===== config.mk =====
export PLATFORM = sky130hd
export DESIGN_NAME = irq_dispatch_power_modes
export DESIGN_NICKNAME = d
export VERILOG_FILES = /design/src/include/irq_dispatch_pkg.sv /design/src/design/irq_dispatch_power_modes.sv
export VERILOG_INCLUDE_DIRS = /design/src /design/src/include
export SDC_FILE = /design/constraint.sdc
export NUM_CORES = 1
export LEC_CHECK = 0
export ABC_AREA = 1
export BUFFER_PORTS_ARGS = -buffer_cell sky130_fd_sc_hd__buf_2
export CAP_MARGIN = 10
export CORE_UTILIZATION = 50
export DETAILED_ROUTE_END_ITERATION = 7
export MAX_ROUTING_LAYER = met4
export PLACE_DENSITY = 0.81
export SLEW_MARGIN = 20
export SYNTH_ARGS = -nofsm -noshare
export SYNTH_HDL_FRONTEND = slang
export SYNTH_SLANG_ARGS = --single-unit

===== constraint.sdc =====
create_clock -name clk_sys -period 1.66 [get_ports clk_sys]
set_input_delay 0.083 -clock clk_sys [delete_from_list [all_inputs] [get_ports clk_sys]]
set_output_delay 0.083 -clock clk_sys [all_outputs]
set_load 0.02 [all_outputs]

===== src/include/irq_dispatch_defs.svh =====
// Constants for the interrupt dispatch and power mode block
`ifndef IRQ_DISPATCH_DEFS_SVH
`define IRQ_DISPATCH_DEFS_SVH

`define NUM_SRC 8
`define ADDR_W 12

// Register indices; byte address is four times the index
`define IDX_POWER 8'h87
`define IDX_PRIO_MAIN 8'hb8
`define IDX_PRIO_EXTRA 8'hb7
`define IDX_EN_MAIN 8'ha8
`define IDX_EN_EXTRA 8'ha7
`define IDX_STATUS 8'hc0

`define RST_POWER 8'h00
`define RST_PRIO 8'h00
`define RST_EN 8'h00

// Power control fields
`define PC_IDLE 0
`define PC_PD 1
`define PC_TXCLK 2
`define PC_RXCLK 3
`define PC_ADC 4
`define PC_LVR 5
`define PC_DBL2 6
`define PC_DBL1 7

// Priority and enable fields
`define B_EXT0 0
`define B_T0 1
`define B_EXT1 2
`define B_T1 3
`define B_SER1 4
`define B_T2 5
`define B_GLOBAL 7
`define B_TWOWIRE 1
`define B_SER2 4

`define MASK_PRIO_MAIN 8'h3f
`define MASK_EXTRA 8'h12
`define MASK_EN_MAIN 8'hbf

// Status fields
`define ST_PROG_LO 0
`define ST_PROG_HI 1
`define ST_OSC_STOP 2

// Service vectors
`define VEC_EXT0 16'h0003
`define VEC_T0 16'h000b
`define VEC_EXT1 16'h0013
`define VEC_T1 16'h001b
`define VEC_SER1 16'h0023
`define VEC_T2 16'h002b
`define VEC_TWOWIRE 16'h0043
`define VEC_SER2 16'h004b

`define RESTART_CYCLES 2'd3

`endif


===== src/include/irq_dispatch_pkg.sv =====
// Types shared by the interrupt dispatch block and its bench
package irq_dispatch_pkg;

  // Source positions follow the fixed polling order, 0 polled first
  typedef enum logic [2:0] {
    SRC_EXT0 = 3'b000,
    SRC_SER2 = 3'b001,
    SRC_T0 = 3'b010,
    SRC_TWOWIRE = 3'b011,
    SRC_EXT1 = 3'b100,
    SRC_T1 = 3'b101,
    SRC_SER1 = 3'b110,
    SRC_T2 = 3'b111
  } src_t;

  typedef enum logic [2:0] {
    SEL_NONE = 3'b000,
    SEL_POWER = 3'b001,
    SEL_PRIO_MAIN = 3'b010,
    SEL_PRIO_EXTRA = 3'b011,
    SEL_EN_MAIN = 3'b100,
    SEL_EN_EXTRA = 3'b101,
    SEL_STATUS = 3'b110
  } reg_sel_t;

  typedef struct packed {
    logic lastCycle;
    logic isReti;
    logic isIrqRegAccess;
  } core_status_t;

  typedef struct packed {
    logic valid;
    logic [15:0] vector;
    logic [7:0] ackOneHot;
  } call_t;

endpackage : irq_dispatch_pkg


===== src/design/irq_dispatch_power_modes.sv =====
// Interrupt dispatch, priority tracking and idle / power-down control
// Function
// Capture request flags at S5P2 each machine cycle, evaluate them next cycle.
// A set, unblocked captured flag forces a long call to its vector.
// No call while an equal or higher level routine is in progress.
// No call unless this is the last cycle of the instruction.
// No call during interrupt return or enable/priority register access.
// Denied requests are forgotten; each poll is fresh.
// Call pushes program counter, loads vector, leaves status word alone.
// Fixed vectors 0003h to 004Bh per source.
// Interrupt return clears the active level marker and resumes code.
// Plain return keeps the marker set, blocking that level and below.
// Main priority: timer2 b5, serial1 b4, timer1 b3, ext1 b2, timer0 b1, ext0 b0.
// Extra priority: serial2 at bit 4, two-wire at bit 1.
// Idle bit halts the processor; state kept, peripherals keep running.
// Any enabled interrupt clears idle and is serviced; here idle clears only on a taken call, not for a level-blocked request.
// External reset must be held at least two machine cycles to leave idle.
// After internal reset the processor restarts after 3 machine cycles.
// Power-down bit stops the oscillator; only reset ends it.
// In power-down low-voltage detect stays on; PWM and two-wire disabled.
// Power control register at 87 resets to 00 with its eight fields.
// High level routines are never preempted; low ones yield to high.
// Same level requests resolve in fixed polling order.
// Cleared global enable stops every interrupt acknowledge.
// Converter completion takes over the external 1 request when enabled.
// Any reset clears idle, power-down and level markers, restarts oscillator.
//
// The APB register port was left to the implementer.
`timescale 1ns/1ns
`include "irq_dispatch_defs.svh"

module irq_dispatch_power_modes
  import irq_dispatch_pkg::*;
(
  input wire logic clk_sys,
  input wire logic resetn,
  input wire logic psel,
  input wire logic penable,
  input wire logic pwrite,
  input wire logic [`ADDR_W-1:0] paddr,
  input wire logic [31:0] pwdata,
  output logic [31:0] prdata,
  output logic pready,
  output logic pslverr,
  input wire logic sampleStrobe,
  input wire logic pollStrobe,
  input wire core_status_t coreStatus,
  input wire logic retiStrobe,
  input wire logic [`NUM_SRC-1:0] irqFlags,
  input wire logic adcDone,
  input wire logic internalReset,
  output call_t forcedCall,
  output logic cpuHalt,
  output logic oscStop,
  output logic unitDisable,
  output logic lowVoltDetectOn,
  output logic restartHold,
  output logic serial1DoubleRate,
  output logic serial2DoubleRate,
  output logic lowVoltResetDisable,
  output logic converterIrqEnable,
  output logic serial2RxClockSel,
  output logic serial2TxClockSel
);

  // ***************************************************
  // Functions
  // ***************************************************

  function automatic reg_sel_t decodeAddr(input logic [`ADDR_W-1:0] a);
    reg_sel_t s;
    s = SEL_NONE;
    if (a == {2'b00, `IDX_POWER, 2'b00}) begin
      s = SEL_POWER;
    end else if (a == {2'b00, `IDX_PRIO_MAIN, 2'b00}) begin
      s = SEL_PRIO_MAIN;
    end else if (a == {2'b00, `IDX_PRIO_EXTRA, 2'b00}) begin
      s = SEL_PRIO_EXTRA;
    end else if (a == {2'b00, `IDX_EN_MAIN, 2'b00}) begin
      s = SEL_EN_MAIN;
    end else if (a == {2'b00, `IDX_EN_EXTRA, 2'b00}) begin
      s = SEL_EN_EXTRA;
    end else if (a == {2'b00, `IDX_STATUS, 2'b00}) begin
      s = SEL_STATUS;
    end
    return s;
  endfunction : decodeAddr

  // Lowest set bit wins, which is the polling order
  function automatic logic [`NUM_SRC-1:0] firstOne(input logic [`NUM_SRC-1:0] v);
    return v & `NUM_SRC'(~v + `NUM_SRC'(1));
  endfunction : firstOne

  function automatic logic [15:0] vectorOf(input logic [`NUM_SRC-1:0] oneHot);
    logic [15:0] vec;
    vec = 16'h0000;
    for (int i = 0; i < `NUM_SRC; i++) begin
      if (oneHot[i]) begin
        case (src_t'(i))
          SRC_EXT0: vec = `VEC_EXT0;
          SRC_SER2: vec = `VEC_SER2;
          SRC_T0: vec = `VEC_T0;
          SRC_TWOWIRE: vec = `VEC_TWOWIRE;
          SRC_EXT1: vec = `VEC_EXT1;
          SRC_T1: vec = `VEC_T1;
          SRC_SER1: vec = `VEC_SER1;
          SRC_T2: vec = `VEC_T2;
          default: vec = 16'h0000;
        endcase
      end
    end
    return vec;
  endfunction : vectorOf

  // ***************************************************
  // Registers
  // ***************************************************

  logic [7:0] powerControl;
  logic [7:0] priorityMain;
  logic [7:0] priorityExtra;
  logic [7:0] enableMain;
  logic [7:0] enableExtra;
  logic inProgLow;
  logic inProgHigh;
  logic [1:0] restartCount;
  logic [`NUM_SRC-1:0] sampled;

  reg_sel_t busSel;
  logic busWrite;
  logic [7:0] next_power;
  logic [7:0] readValue;

  assign busSel = decodeAddr(paddr);
  assign busWrite = psel & penable & pready & pwrite;

  // ***************************************************
  // Register bus slave
  // ***************************************************

  // One wait-free access phase: pready rises in the cycle after setup
  always_ff @(posedge clk_sys or negedge resetn) begin
    if (!resetn) begin
      pready <= 1'b0;
      pslverr <= 1'b0;
      prdata <= 32'h0000_0000;
    end else begin
      pready <= psel & ~penable;
      // Error pulses with ready only, so a stale error never qualifies a later cycle
      pslverr <= psel & ~penable & (busSel == SEL_NONE);
      if (psel & ~penable) begin
        prdata <= {24'h00_0000, readValue};
      end
    end
  end

  always_comb begin
    readValue = 8'h00;
    case (busSel)
      SEL_POWER: readValue = powerControl;
      SEL_PRIO_MAIN: readValue = priorityMain;
      SEL_PRIO_EXTRA: readValue = priorityExtra;
      SEL_EN_MAIN: readValue = enableMain;
      SEL_EN_EXTRA: readValue = enableExtra;
      SEL_STATUS: begin
        readValue[`ST_PROG_LO] = inProgLow;
        readValue[`ST_PROG_HI] = inProgHigh;
        readValue[`ST_OSC_STOP] = oscStop;
      end
      default: readValue = 8'h00;
    endcase
  end

  // Priority and enable registers; reserved bits held at zero
  always_ff @(posedge clk_sys or negedge resetn) begin
    if (!resetn) begin
      priorityMain <= `RST_PRIO;
      priorityExtra <= `RST_PRIO;
      enableMain <= `RST_EN;
      enableExtra <= `RST_EN;
    end else if (internalReset) begin
      priorityMain <= `RST_PRIO;
      priorityExtra <= `RST_PRIO;
      enableMain <= `RST_EN;
      enableExtra <= `RST_EN;
    end else if (busWrite) begin
      case (busSel)
        SEL_PRIO_MAIN: priorityMain <= pwdata[7:0] & `MASK_PRIO_MAIN;
        SEL_PRIO_EXTRA: priorityExtra <= pwdata[7:0] & `MASK_EXTRA;
        SEL_EN_MAIN: enableMain <= pwdata[7:0] & `MASK_EN_MAIN;
        SEL_EN_EXTRA: enableExtra <= pwdata[7:0] & `MASK_EXTRA;
        default: ;
      endcase
    end
  end

  // ***************************************************
  // Request sampling
  // ***************************************************

  logic [`NUM_SRC-1:0] reqLine;
  logic [`NUM_SRC-1:0] enableVec;
  logic [`NUM_SRC-1:0] levelVec;

  always_comb begin
    reqLine = irqFlags;
    if (powerControl[`PC_ADC]) begin
      reqLine[SRC_EXT1] = adcDone;
    end
  end

  assign enableVec = {enableMain[`B_T2], enableMain[`B_SER1], enableMain[`B_T1],
                      enableMain[`B_EXT1], enableExtra[`B_TWOWIRE], enableMain[`B_T0],
                      enableExtra[`B_SER2], enableMain[`B_EXT0]};
  assign levelVec = {priorityMain[`B_T2], priorityMain[`B_SER1], priorityMain[`B_T1],
                     priorityMain[`B_EXT1], priorityExtra[`B_TWOWIRE], priorityMain[`B_T0],
                     priorityExtra[`B_SER2], priorityMain[`B_EXT0]};

  // Samples are overwritten every machine cycle, so a denied request
  // leaves no trace once its flag drops
  genvar g;
  generate
    for (g = 0; g < `NUM_SRC; g++) begin : gSample
      always_ff @(posedge clk_sys or negedge resetn) begin
        if (!resetn) begin
          sampled[g] <= 1'b0;
        end else if (internalReset) begin
          sampled[g] <= 1'b0;
        end else if (sampleStrobe) begin
          sampled[g] <= reqLine[g] & enableVec[g] & enableMain[`B_GLOBAL];
        end
      end
    end
  endgenerate

  // ***************************************************
  // Polling and arbitration
  // ***************************************************

  logic [`NUM_SRC-1:0] hiReq;
  logic [`NUM_SRC-1:0] loReq;
  logic [`NUM_SRC-1:0] pick;
  logic pickHigh;
  logic grant;
  logic instrOk;
  logic takeCall;

  assign hiReq = sampled & levelVec;
  assign loReq = sampled & ~levelVec;

  always_comb begin
    pick = '0;
    pickHigh = 1'b0;
    grant = 1'b0;
    if (hiReq != '0 && !inProgHigh) begin
      pick = firstOne(hiReq);
      pickHigh = 1'b1;
      grant = 1'b1;
    end else if (loReq != '0 && !inProgHigh && !inProgLow) begin
      pick = firstOne(loReq);
      grant = 1'b1;
    end
  end

  // A halted core is always between instructions
  assign instrOk = cpuHalt |
                   (coreStatus.lastCycle &
                    ~coreStatus.isReti & ~coreStatus.isIrqRegAccess);
  assign takeCall = pollStrobe & instrOk & grant & ~oscStop;

  // The core pushes the return address and jumps; the status word is
  // its own business and is not touched here
  always_ff @(posedge clk_sys or negedge resetn) begin
    if (!resetn) begin
      forcedCall <= '0;
    end else if (internalReset) begin
      forcedCall <= '0;
    end else begin
      forcedCall.valid <= takeCall;
      forcedCall.vector <= takeCall ? vectorOf(pick) : 16'h0000;
      forcedCall.ackOneHot <= takeCall ? pick : '0;
    end
  end

  // Only an interrupt return or a reset clears a marker; a plain return never
  // reaches this block, so its level stays blocked
  always_ff @(posedge clk_sys or negedge resetn) begin
    if (!resetn) begin
      inProgLow <= 1'b0;
      inProgHigh <= 1'b0;
    end else if (internalReset) begin
      inProgLow <= 1'b0;
      inProgHigh <= 1'b0;
    end else if (takeCall) begin
      if (pickHigh) begin
        inProgHigh <= 1'b1;
      end else begin
        inProgLow <= 1'b1;
      end
    end else if (retiStrobe) begin
      if (inProgHigh) begin
        inProgHigh <= 1'b0;
      end else begin
        inProgLow <= 1'b0;
      end
    end
  end

  // ***************************************************
  // Power modes
  // ***************************************************

  always_comb begin
    next_power = powerControl;
    if (takeCall) begin
      next_power[`PC_IDLE] = 1'b0;
    end
    if (busWrite && busSel == SEL_POWER) begin
      next_power = pwdata[7:0];
      // Power-down is left only through reset
      next_power[`PC_PD] = pwdata[`PC_PD] | powerControl[`PC_PD];
    end
  end

  always_ff @(posedge clk_sys or negedge resetn) begin
    if (!resetn) begin
      powerControl <= `RST_POWER;
      cpuHalt <= 1'b0;
      oscStop <= 1'b0;
      unitDisable <= 1'b0;
    end else if (internalReset) begin
      powerControl <= `RST_POWER;
      cpuHalt <= 1'b0;
      oscStop <= 1'b0;
      unitDisable <= 1'b0;
    end else begin
      powerControl <= next_power;
      cpuHalt <= next_power[`PC_IDLE] | next_power[`PC_PD];
      oscStop <= next_power[`PC_PD];
      unitDisable <= next_power[`PC_PD];
    end
  end

  // Detection must survive power-down, so it never follows the mode bits
  always_ff @(posedge clk_sys or negedge resetn) begin
    if (!resetn) begin
      lowVoltDetectOn <= 1'b0;
    end else begin
      lowVoltDetectOn <= 1'b1;
    end
  end

  // Hold the core for a fixed count of machine cycles after internal reset
  always_ff @(posedge clk_sys or negedge resetn) begin
    if (!resetn) begin
      restartCount <= 2'd0;
      restartHold <= 1'b0;
    end else if (internalReset) begin
      restartCount <= `RESTART_CYCLES;
      restartHold <= 1'b1;
    end else if (sampleStrobe && restartCount != 2'd0) begin
      restartCount <= restartCount - 2'd1;
      restartHold <= (restartCount != 2'd1);
    end
  end

  assign serial1DoubleRate = powerControl[`PC_DBL1];
  assign serial2DoubleRate = powerControl[`PC_DBL2];
  assign lowVoltResetDisable = powerControl[`PC_LVR];
  assign converterIrqEnable = powerControl[`PC_ADC];
  assign serial2RxClockSel = powerControl[`PC_RXCLK];
  assign serial2TxClockSel = powerControl[`PC_TXCLK];

endmodule : irq_dispatch_power_modes


After elaboration in Yosys (flattened, before gate mapping)
Cells that the tools add are included.
{"block": "word_totals", "ff_bits": 91, "inputBits": 65, "output_inout_bits": 70, "wordCells": 183}
{"block": "op_classes", "eq_ne": 16, "reduce_logical": 26, "add_sub_neg": 3, "n_bitwise": 40, "muxes": 71}
{"op": "$mux 8", "n": 17}
{"op": "$mux 16", "n": 8}
{"op": "$eq 12x10->1 const B", "n": 6}
{"op": "$mux 1", "n": 34}
{"op": "$and 8x8->8", "n": 4}
{"op": "$and 1x1->1", "n": 26}
{"op": "$mux 25", "n": 1}
{"op": "$pmux 5 s5", "n": 1}
{"op": "$not 8->8", "n": 3}
{"op": "$mux 3", "n": 6}
{"op": "$pmux 3 s6", "n": 1}
{"op": "$reduce_bool 2->1", "n": 9}
{"op": "$add 8x1->8 const B", "n": 2}
{"op": "$reduce_bool 8->1", "n": 2}
{"op": "$reduce_and 2->1", "n": 5}
{"op": "$eq 3x3->1 const B", "n": 3}
{"op": "$eq 3x2->1 const B", "n": 2}
{"op": "$mux 2", "n": 3}
{"op": "$ne 3x3->1 const B", "n": 2}
{"op": "$logic_and 1x1->1", "n": 5}
{"op": "$not 1->1", "n": 4}
{"op": "$eq 3x1->1 const B", "n": 1}
{"op": "$logic_not 3->1", "n": 1}
{"op": "$ne 3x2->1 const B", "n": 1}
{"op": "other kinds (6)", "n": 9}

Longest topological paths before layout
Gate-level depths: netlist (run 1).
{"block": "logic_depth", "depth_word": 17, "ltp_mapped": 11, "depth_no_buf": 11}

Least setup slack after synthesis (run 1)
No wires, ideal clock.
{"block": "synth_timing", "path_kind": "flip-flop to flip-flop", "startpoint": "register priorityExtra[4]", "endpoint": "register forcedCall[12] (netlist name)", "required_time_ns": 1.543, "stages_incl_launch_ff": 11, "arrival_ns": 1.252, "path_buffers": 0, "setup_ns": 0.117, "synth_period_minus_slack_ns": 1.368, "setup_slack_ns": 0.292, "path_cell_list": "dfrtp_1 nand2_1 nand2_2 nor2_4 nand2_4 nand2_8 inv_4 o21ai_1 inv_1 nand3_2 nor2_1"}
{"block": "synth_via", "elab_chain_cells": 15, "elab_cells_between_ends": 28, "classes_between": "add/sub (2); mux (12); bitwise (9); reduce/logical (5)"}
{"item": "from (decl)", "line": "irq_dispatch_power_modes.sv:121", "rtl": "logic [7:0] priorityExtra;"}
{"item": "from (signal assigned)", "line": "irq_dispatch_power_modes.sv:178", "rtl": "priorityExtra <= `RST_PRIO;"}
{"item": "from (signal assigned)", "line": "irq_dispatch_power_modes.sv:183", "rtl": "priorityExtra <= `RST_PRIO;"}
{"item": "from (signal assigned)", "line": "irq_dispatch_power_modes.sv:189", "rtl": "SEL_PRIO_EXTRA: priorityExtra <= pwdata[7:0] & `MASK_EXTRA;"}
{"item": "$not 8->8", "line": "irq_dispatch_power_modes.sv:249", "rtl": "assign loReq = sampled & ~levelVec;"}
{"item": "$and 8x8->8", "line": "irq_dispatch_power_modes.sv:249"}
{"item": "$not 8->8 / $reduce_bool 8->1 (equally long branches)", "line": "irq_dispatch_power_modes.sv:91, irq_dispatch_power_modes.sv:259"}
{"item": "$add 8x1->8 / $logic_and 1x1->1 (equally long branches)", "line": "irq_dispatch_power_modes.sv:91, irq_dispatch_power_modes.sv:259"}
{"item": "$and 8x8->8 / $logic_and 1x1->1 (equally long branches)", "line": "irq_dispatch_power_modes.sv:91, irq_dispatch_power_modes.sv:259"}
{"item": "$mux 8", "line": "irq_dispatch_power_modes.sv:259", "rtl": "end else if (loReq != '0 && !inProgHigh && !inProgLow) begin"}
{"item": "$mux 8", "line": "irq_dispatch_power_modes.sv:255", "rtl": "if (hiReq != '0 && !inProgHigh) begin"}
{"item": "$mux 16 (6 in a row)", "line": "irq_dispatch_power_modes.sv:98", "rtl": "if (oneHot[i]) begin"}
{"item": "$mux 16 *", "line": "irq_dispatch_power_modes.sv:280", "rtl": "forcedCall.vector <= takeCall ? vectorOf(pick) : 16'h0000;"}
{"item": "$mux 25 *", "line": "irq_dispatch_power_modes.sv:276", "rtl": "end else if (internalReset) begin"}
{"item": "to (decl)", "line": "irq_dispatch_power_modes.sv:52", "rtl": "output call_t forcedCall,"}
Mark *: on every way between the ends. The rest lies on a longest branch, timed or not.
A chain may end at the register's enable or synchronous reset.

Worst setup path after layout (run 1)
{"block": "layout_timing", "startpoint": "register sampled[1]", "endpoint": "register forcedCall[12] (netlist name)"}
{"block": "layout_via", "elab_chain_cells": 14, "elab_cells_between_ends": 27, "classes_between": "add/sub (2); mux (12); bitwise (8); reduce/logical (5)"}
{"item": "from (decl)", "line": "irq_dispatch_power_modes.sv:127", "rtl": "logic [`NUM_SRC-1:0] sampled;"}
{"item": "from (signal, indexed assignment)", "line": "irq_dispatch_power_modes.sv:230", "rtl": "sampled[g] <= reqLine[g] & enableVec[g] & enableMain[`B_GLOBAL];"}
{"item": "$and 8x8->8", "line": "irq_dispatch_power_modes.sv:249"}
{"item": "$not 8->8 / $reduce_bool 8->1 (equally long branches)", "line": "irq_dispatch_power_modes.sv:91, irq_dispatch_power_modes.sv:259"}
{"item": "$add 8x1->8 / $logic_and 1x1->1 (equally long branches)", "line": "irq_dispatch_power_modes.sv:91, irq_dispatch_power_modes.sv:259"}
{"item": "$and 8x8->8 / $logic_and 1x1->1 (equally long branches)", "line": "irq_dispatch_power_modes.sv:91, irq_dispatch_power_modes.sv:259"}
{"item": "$mux 8", "line": "irq_dispatch_power_modes.sv:259"}
{"item": "$mux 8", "line": "irq_dispatch_power_modes.sv:255"}
{"item": "$mux 16 (6 in a row)", "line": "irq_dispatch_power_modes.sv:98"}
{"item": "$mux 16 *", "line": "irq_dispatch_power_modes.sv:280"}
{"item": "$mux 25 *", "line": "irq_dispatch_power_modes.sv:276"}
Marked as above.

==> results.json, run 1 <==
{
  "status": "finished, final reports clean",
  "grt_pass1_vias": 2959,
  "std_cell_rows": 30,
  "arrival_ns": 1.82,
  "detail_route.first_pass.iterations": 5,
  "synth_compound_area_frac": 0.0837,
  "grt_max_degree": 33,
  "critPathLaunch": "sampled[1]$_DFFE_PN0P_",
  "grt_setup_unrepaired": "true",
  "wl_per_cell_um": 13.1,
  "synth_top_family_by_area": "simple AND/OR/NAND/NOR gates",
  "period_share": 0.932,
  "dp_hpwl_um": 6700,
  "drt-vias-per-instance": 5.03,
  "track_usage": 0.255,
  "critPathMaxFanout": 9,
  "cts-root-buf": "clkbuf_8",
  "core_um2": 6870,
  "synth_fa_ha_area_frac": 0.00697,
  "slew_violations": 0,
  "overflow": 0,
  "seq_area_frac_synth": 0.446,
  "r2r-start": "sampled[1]$_DFFE_PN0P_",
  "yosys_warnings": 0,
  "finalPower_uw": 3420,
  "num-fill-cells": 641,
  "die_x_um": 86.7,
  "ys_seq_elements": 64,
  "crit_required_ns": 1.93,
  "layout.nets": 621,
  "synth.distinct_cells": 38,
  "peakVddDrop_uv": 564,
  "endpoint_kind": "flip-flop",
  "synth_area_um2": 3590,
  "synth_async_sr_flop_share": 1.00,
  "start_kind": "flip-flop",
  "cts_buffer_depth": 2,
  "synth-simple-area-share": 0.321,
  "drt_wl_total_um": 8580,
  "r2r_slack_ns": 0.11,
  "synth_mux_area_frac": 0.00314,
  "min_period_ns": 1.55,
  "drcViolationCount": 0,
  "finalSetupViolCount": 0,
  "start_util": 0.522,
  "min_from": "pwdata[6]",
  "die_area_um2": 7520,
  "drt_iter0_drc": 214,
  "hold_viol": 0,
  "ioPinCount": 135,
  "num_vias": 3289,
  "utilization": 0.621,
  "cts_sinks": 64,
  "antenna_found_initial": 0,
  "n_antenna_cell": 0,
  "synth_ff_type": "dfrtp_1",
  "powerDensity_nw_per_um2": 802,
  "cts_tree": "done",
  "power.leakage_uw": 0.00238,
  "worstSkewPairLatency_ns": 0.35,
  "clk_pin_slew_ns": 0.07,
  "gp_congestion": 0.932,
  "crit_type": "reg2reg",
  "slew_headroom": 0.599,
  "syn_area_per_cell_um2": 7.82,
  "numCtsBuffers": 9,
  "areaGrowthSynthToFinish_pct": 18.8,
  "synthXorXnorAreaFrac": 0,
  "htree_levels": 3,
  "synthCells": 459,
  "hp-class": "in2reg",
  "io_buffers": 76,
  "finClkSkew_ns": 0.00836,
  "maxCapViolCount": 0,
  "grt_first_pass_wirelength_um": 14000,
  "die_h_um": 86.7,
  "synth_edf_count": 0,
  "drive_above_1_share": 0.256,
  "tightest_slew_ns": 0.601,
  "ant_nets": 0,
  "maxClockFrequency_ghz": 0.647
}
## report_power, final
| group | switching, uW | internal [uW] |
|---|---|---|
| combinational | 310 | 137 |
| sequential | 48.0 | 1630 |
| clock | 580 | 718 |
| total | 938 | 2480 |
## cell type report
type	count	area, um^2	share of cell area
Inverter	50	190	0.0446
Clock inverter	4	45.0	0.0106
Tap cell	96	120	0.0282
Sequential cell	64	1600	0.376
Multi-Input combinational cell	337	1640	0.385
Clock buffer	11	141	0.0332
Timing Repair Buffer	92	523	0.123
## metal layers
| metal | up-vias | wire [um] | GRT usage |
|---|---|---|---|
| li1 | 1601 | - | - |
| met1 | 1519 | 3710 | 0.340 |
| met2 | 158 | 4070 | 0.405 |
| met3 | 11 | 683 | 0.0362 |
| met4 | 0 | 118 | 0.0803 |
| met5 | - | 0 | - |
## worst max-delay path, cell delays in order (launching register included)
cell	delay (ns)
dfrtp_1	0.45
nand2_1	0.12
nand2_2	0.10
nor2_4	0.14
nand2_4	0.09
nand2_8	0.10
nand2_1	0.07
nor2_1	0.13
nor2_2	0.06
inv_1	0.07
nor2_1	0.04
nor2_1	0.10
## through the flow
step,hold slack (ns),setup TNS [ns],cell area (um^2),std cells,worst slack [ns]
final,0.00394,0,4260,654,0.113
after global routing,0.0143,-0.0198,4260,654,-0.0192
after CTS,0.00313,0,4230,653,0.0824
after detailed placement,0.125,0,4010,634,0.0954
after global placement,0.119,0,4010,634,0.116
after floorplan,-0.213,0,3710,492,0.292
## cells by family (layout without fill, tap and decap cells)
family,count (synthesis),after routing
compound gates,54,54
buf+inv,91,157
simple gates,245,245
flops,64,64
mux,1,1
fa+ha+maj,2,2
other cells,2,35
## placed cells by master, fill, tap and decap left out, types with 4 or more instances in the layout
cell type	n
buf_2	76
nand2_1	119
buf_4	11
nor2_1	40
o22ai_1	7
nor3_2	5
dfrtp_1	63
nand4_1	14
nand2_2	10
conb_1	35
inv_1	43
nand3_1	30
o21ai_0	34
nor2_2	7
clkbuf_8	10
dlygate4sd3_1	4
## what timing repair did
item,in CTS,in global routing
gates resized for setup,0,6
endpoints found under the hold margin,28,0
setup buffers,0,1
hold buffers,4,0
endpoints found under the setup margin,0,13
## state kept, by name, indices dropped and copies added (netlist names)
| register | count |
|---|---|
| inProgLow | 1 |
| restartCount | 2 |
| enableExtra | 2 |
| priorityMain | 6 |
| prdata | 8 |
| priorityExtra | 2 |
| pready | 1 |
| restartHold | 1 |
| lowVoltDetectOn | 1 |
| powerControl | 8 |
| inProgHigh | 1 |
| forcedCall | 14 |
| pslverr | 1 |
| cpuHalt | 1 |
| enableMain | 7 |
| sampled | 8 |
## synthesized netlist by cell type, types with 3 or more instances
| cell type | number | area share |
|---|---|---|
| nor2_4 | 3 | 0.0094 |
| nor3_2 | 4 | 0.011 |
| nor2_2 | 6 | 0.010 |
| dfrtp_1 | 64 | 0.45 |
| clkinv_1 | 3 | 0.0031 |
| buf_4 | 36 | 0.075 |
| nand4_1 | 14 | 0.024 |
| inv_1 | 43 | 0.045 |
| o21ai_0 | 34 | 0.047 |
| inv_2 | 3 | 0.0031 |
| o21ai_1 | 3 | 0.0042 |
| o22ai_1 | 7 | 0.012 |
| nand3_2 | 4 | 0.011 |
| nand3_1 | 30 | 0.042 |
| buf_2 | 3 | 0.0042 |
| a21oi_1 | 3 | 0.0042 |
| nand2_2 | 8 | 0.014 |
| nor3_1 | 4 | 0.0056 |
| nor2_1 | 41 | 0.043 |
| nand2_1 | 121 | 0.13 |
## path summary, 6_finish.rpt
path | cells past startpoint | end
setup / recovery | 11 | forcedCall[12]$_DFF_PN0_
hold / removal | 3 | powerControl[6]$_DFFE_PN0P_
setup reg to reg | 11 | forcedCall[12]$_DFF_PN0_
hold reg to reg | 2 | prdata[6]$_DFFE_PN0P_
max in group asynchronous | 3 | sampled[0]$_DFFE_PN0P_
min in group asynchronous | 2 | forcedCall[3]$_DFF_PN0_
Note: power is estimated with default switching activity, not from simulation.
==> run 2: changes to the inputs <==
Settings changed: BUFFER_PORTS_ARGS -buffer_cell sky130_fd_sc_hd__buf_2 to -buffer_cell sky130_fd_sc_hd__buf_4, CORE_UTILIZATION 50 to 45, PLACE_DENSITY 0.81 to 0.74.
==> run 2 against run 1 <==
  * Die area rose by 11%
  * Clock power shrank 6%
  * Combinational power up 6.7%
  * Highest routed layer unchanged
==> results.json, run 2 (synthesized netlist as in run 1, its figures left out) <==
{
  "status": "finished, final reports clean",
  "gp_congestion": 0.911,
  "maxClockFrequency_ghz": 0.658,
  "die_x_um": 91.3,
  "r2r_slack_ns": 0.14,
  "fin_cells": 662,
  "endpoint_kind": "flip-flop",
  "clk_pin_slew_ns": 0.07,
  "maxCapViolCount": 0,
  "ant_nets": 0,
  "hp-class": "in2reg",
  "dp_hpwl_um": 6800,
  "min_from": "irqFlags[3]",
  "die_area_um2": 8340,
  "overflow": 0,
  "wl_per_cell_um": 13.0,
  "final_cell_mix": "nand2_1, buf_4, dfrtp_1",
  "period_share": 0.915,
  "detail_route.first_pass.iterations": 4,
  "finClkSkew_ns": 0.00709,
  "hold_end": "sampled[3]$_DFFE_PN0P_",
  "cts_buffer_depth": 2,
  "arrival_ns": 1.74,
  "final_common_cell": "nand2_1",
  "layout.nets": 622,
  "core_um2": 7730,
  "start_kind": "flip-flop",
  "largest-register": "forcedCall",
  "pwr-share-seq": 0.497,
  "grt_max_degree": 65,
  "cts_sinks": 64,
  "finalSetupViolCount": 0,
  "r2r_end": "forcedCall[4]$_DFF_PN0_",
  "largest_reg_flops": 14,
  "seqCellArea_um2": 1600,
  "std_cell_rows": 32,
  "n_antenna_cell": 0,
  "r2r-start": "priorityMain[3]$_DFFE_PN0P_",
  "min_period_ns": 1.52,
  "drive_above_1_share": 0.275,
  "fin_setup_tns_ns": 0,
  "peakVddDrop_uv": 444,
  "grt_first_pass_wirelength_um": 14600,
  "drt_wl_total_um": 8640,
  "drcViolationCount": 0,
  "drt_iter0_drc": 175,
  "swShare": 0.273,
  "ioPinCount": 135,
  "cts_tree": "done",
  "grt_pass1_vias": 3068,
  "drt-vias-per-instance": 4.79,
  "io_buffers": 76,
  "numCtsBuffers": 9,
  "hold_viol": 0,
  "num_vias": 3172,
  "power.leakage_uw": 0.00242,
  "track_usage": 0.231,
  "die_h_um": 91.3,
  "p_clk_frac": 0.362,
  "powerDensity_nw_per_um2": 751,
  "critPathMaxFanout": 6,
  "cts-root-buf": "clkbuf_8",
  "power.internal_uw": 2450,
  "hold_depth": 3,
  "areaGrowthSynthToFinish_pct": 25.0,
  "start_util": 0.464,
  "p_sw_uw": 921,
  "dp_cells": 640,
  "crit_type": "reg2reg",
  "multi_input_area_um2": 1670,
  "worstSkewPairLatency_ns": 0.33,
  "antenna_found_initial": 0,
  "grt_setup_unrepaired": "true",
  "pwr-share-comb": 0.141,
  "ff2ff_path_depth": 10,
  "crit_required_ns": 1.88,
  "htree_levels": 3,
  "num-fill-cells": 721,
  "slew_violations": 0
}
==> run 2: cell types whose count changed in the layout (fill, tap and decap cells not counted) <==
cell / previous run / this run
buf_4: 11 / 90
buf_2: 76 / 0
nand2_1: 119 / 114
nand2_2: 10 / 14
clkbuf_8: 10 / 12
dlygate4sd3_1: 4 / 2
bufinv_16: 1 / 0
dfrtp_1: 63 / 62
dfrtp_2: 1 / 2
nand2_4: 1 / 2
nor2_1: 40 / 39
nor2_4: 3 / 4
==> run 2: per-layer routing <==
layer | share of wire | vias to the layer above | track usage
met4 | 0.019 | 0 | 0.0847
met1 | 0.46 | 1421 | 0.312
met2 | 0.45 | 125 | 0.349
met5 | 0 | - | -
li1 | - | 1612 | -
met3 | 0.074 | 14 | 0.0419
==> run 2: worst max-delay path, stage by stage (launching register included) <==
cell and delay, ns:
dfrtp_1 0.36, inv_1 0.07, nand2_1 0.13, nand2_1 0.10
nor2_2 0.16, nand2_4 0.10, nand2_2 0.09, nand2_2 0.08
nand3_4 0.10, inv_2 0.07, and2_1 0.15
==> run 2: cell type report <==
cell class | count | area share
Clock buffer | 13 | 0.0376
Clock inverter | 3 | 0.00335
Inverter | 50 | 0.0424
Multi-Input combinational cell | 337 | 0.371
Sequential cell | 64 | 0.358
Tap cell | 102 | 0.0284
Timing Repair Buffer | 93 | 0.160
==> run 2: worst max-delay path by stage <==
stage	slack [ns]	endpoint	from
floorplan	0.29	forcedCall[12]$_DFF_PN0_	priorityExtra[4]$_DFFE_PN0P_
global placement	0.12	forcedCall[12]$_DFF_PN0_	sampled[0]$_DFFE_PN0P_
detailed placement	0.1	forcedCall[4]$_DFF_PN0_	priorityMain[2]$_DFFE_PN0P_
CTS	0.08	forcedCall[4]$_DFF_PN0_	priorityMain[2]$_DFFE_PN0P_
global route	-0.03	inProgLow$_DFFE_PN0P_	priorityMain[2]$_DFFE_PN0P_
finish	0.14	forcedCall[4]$_DFF_PN0_	priorityMain[3]$_DFFE_PN0P_
==> run 2: power by group through the flow <==
stage               Sequential, uW  Combinational, uW  Clock [uW]
detailed placement            1700                466           0
finish                        1670                477        1220
global route                  1680                539        1320
global placement              1700                452           0
CTS                           1670                471        1240
floorplan                     1700                320           0
==> run 2: metrics by stage <==
stage          hold WS (ns)  worst slack (ns)   util  area, um^2  power [uW]
2_1_floorplan        -0.213             0.292      -        3710        2020
3_5_place_dp          0.102            0.0975  0.544        4210        2170
6_report             0.0156             0.140  0.581        4490        3370
5_1_grt              0.0244           -0.0267  0.581        4490        3540
3_3_place_gp          0.103             0.122  0.544        4210        2150
4_1_cts             0.00339            0.0814  0.571        4410        3390
==> run 2: timing repair <==
| item | 4_1_cts | 5_1_grt |
|---|---|---|
| gates resized for setup | 0 | 15 |
| hold buffers | 2 | 0 |
| endpoints found under the setup margin | 0 | 17 |
| buffers inserted | 0 | 4 |
| endpoints found under the hold margin | 65 | 0 |
==> run 3: changes to the inputs <==
Settings changed: CORE_UTILIZATION 45 to 50, MAX_ROUTING_LAYER met4 to unset, PLACE_DENSITY 0.74 to 0.81, SLEW_MARGIN 20 to 10.
==> run 3 against run 2 <==
  * Clock-buffer cell count fell by 2
  * Combinational power is 2% higher
  * Setup slack got worse by 0.040 ns
  * Sequential share of layout area shrank 0.44 points
  * Clock power rose by 37%
  * Clock skew grew 0.0011 ns
  * Global-route usage is 1.6 points higher
  * Routed wire length grew 1.3%
  * Via count increased by 4.9%
  * Total power increased by 14%
==> results.json, run 3 (synthesized netlist as in run 1, its figures left out) <==
{
  "ioPinCount": 135,
  "critPathMaxFanout": 7,
  "drive_above_1_share": 0.269,
  "drt_iter0_drc": 223,
  "ant_nets": 0,
  "cts_buffer_depth": 2,
  "ff2ff_path_depth": 10,
  "cts_sinks": 64,
  "pwr-share-seq": 0.437,
  "drt_wl_total_um": 8750,
  "largest-register": "forcedCall",
  "seqCellArea_um2": 1600,
  "path_cells": "inv_1, nand2_2, nand2_2, nor2_4, nand2_4, nand2_2, nand2_2, nand3_4, buf_4, nor2_1",
  "die_h_um": 86.7,
  "hold_viol": 0,
  "antenna_found_initial": 0,
  "power.internal_uw": 2870,
  "overflow": 0,
  "finalSetupViolCount": 0,
  "worstSkewPairLatency_ns": 0.34,
  "drt-vias-per-instance": 5.09,
  "clk_pin_slew_ns": 0.07,
  "period_share": 0.939,
  "core_um2": 6870,
  "fin_setup_tns_ns": 0,
  "start_util": 0.522,
  "hold_end": "sampled[5]$_DFFE_PN0P_",
  "grt_first_pass_wirelength_um": 14100,
  "maxClockFrequency_ghz": 0.641,
  "finClkSkew_ns": 0.00820,
  "p_sw_uw": 965,
  "maxCapViolCount": 0,
  "cts_tree": "done",
  "num_vias": 3327,
  "cts-root-buf": "clkbuf_8",
  "powerDensity_nw_per_um2": 846,
  "r2r_slack_ns": 0.10,
  "multi_input_area_um2": 1670,
  "peakVddDrop_uv": 600,
  "endpoint_kind": "flip-flop",
  "power.leakage_uw": 0.00244,
  "grt_max_degree": 38,
  "dp_hpwl_um": 6790,
  "cpMostUsedCell": "nand2_2",
  "crit_type": "reg2reg",
  "drcViolationCount": 0,
  "hold_depth": 3,
  "min_period_ns": 1.56,
  "final_common_cell": "nand2_1",
  "hp-class": "in2reg",
  "pwr-share-comb": 0.127,
  "std_cell_rows": 30,
  "cp_slowest_cell": "dfrtp_1",
  "crit_required_ns": 1.92,
  "htree_levels": 3,
  "slew_violations": 0,
  "crit_path_max_incr_delay_ns": 0.42,
  "n_antenna_cell": 0,
  "die_area_um2": 7520,
  "layout.nets": 620,
  "r2r-start": "priorityMain[2]$_DFFE_PN0P_",
  "crit_buf_inv": 2,
  "r2r_end": "forcedCall[1]$_DFF_PN0_",
  "place_ws_ns": 0.0868,
  "path_delay_family": "simple AND/OR/NAND/NOR gates",
  "status": "finished, final reports clean",
  "track_usage": 0.247,
  "io_buffers": 76,
  "start_kind": "flip-flop",
  "p_clk_frac": 0.436,
  "die_x_um": 86.7,
  "arrival_ns": 1.82,
  "wl_per_cell_um": 13.4,
  "gp_congestion": 0.935,
  "setup_slack_ns": 0.101,
  "min_from": "irqFlags[5]",
  "num-fill-cells": 601,
  "grt_pass1_vias": 3032,
  "swShare": 0.252,
  "detail_route.first_pass.iterations": 5,
  "numCtsBuffers": 9,
  "largest_reg_flops": 14,
  "final_cell_mix": "nand2_1, buf_4, dfrtp_1",
  "areaGrowthSynthToFinish_pct": 26.4
}
==> run 3: changes by cell type in the layout (fill, tap and decap cells not counted), moves of 2 or more <==
cell / change
buf_4: -3
bufinv_16: +3
clkinv_2: -2
dfrtp_1: +2
dfrtp_2: -2
==> run 3: what timing repair did <==
item,4_1_cts,5_1_grt
hold buffers,3,0
setup endpoints to repair,0,15
hold endpoints to repair,38,0
buffers inserted,0,2
gates resized for setup,0,13
==> run 3: power by group through the flow <==
stage | Sequential, uW | Clock [uW] | Combinational [uW]
floorplan | 1700 | 0 | 320
global placement | 1700 | 0 | 447
detailed placement | 1700 | 0 | 470
CTS | 1670 | 1680 | 477
global route | 1680 | 1760 | 552
finish | 1680 | 1670 | 487
==> run 3: final cells by class <==
class                      count  area share
multi-input combinational    337       0.367
sequential                    64       0.353
timing repair buffer          91       0.155
inverter                      50      0.0419
clock buffer                  11      0.0334
tap                           96      0.0265
clock inverter                 5      0.0226
==> run 3: metrics by stage <==
stage	instance area [um^2]	cells	util	power, uW	hold WS (ns)
after floorplan	3710	492	-	2020	-0.213
after global placement	4190	633	0.610	2150	0.0807
after detailed placement	4190	633	0.610	2170	0.0800
after CTS	4470	652	0.651	3840	0.00234
after global routing	4540	654	0.660	3990	0.0114
final	4540	654	0.660	3840	0.00742
==> run 3: worst max path at each step <==
stage                                       from                       end  slack (ns)  depth (start not counted)
CTS                  priorityMain[2]$_DFFE_PN0P_   forcedCall[4]$_DFF_PN0_        0.06                         10
finish               priorityMain[2]$_DFFE_PN0P_   forcedCall[1]$_DFF_PN0_        0.10                         10
floorplan           priorityExtra[4]$_DFFE_PN0P_  forcedCall[12]$_DFF_PN0_        0.29                         10
global route         priorityMain[2]$_DFFE_PN0P_   forcedCall[1]$_DFF_PN0_       -0.02                         10
detailed placement   priorityMain[2]$_DFFE_PN0P_   forcedCall[4]$_DFF_PN0_        0.09                         10
global placement     priorityMain[2]$_DFFE_PN0P_   forcedCall[4]$_DFF_PN0_        0.13                         10
==> run 3: tightest hold or removal path, cell delays in order <==
cell and delay [ns]:
buf_4 0.08, nand4_1 0.09, nand2_1 0.06
==> run 3: metal layers <==
layer  global-route usage  up-vias  wire length (um)
li1                     -     1601                 -
met1                0.326     1534              3680
met2                0.415      176              4220
met3               0.0390       16               690
met4               0.0848        0               156
met5                    0        -                 0
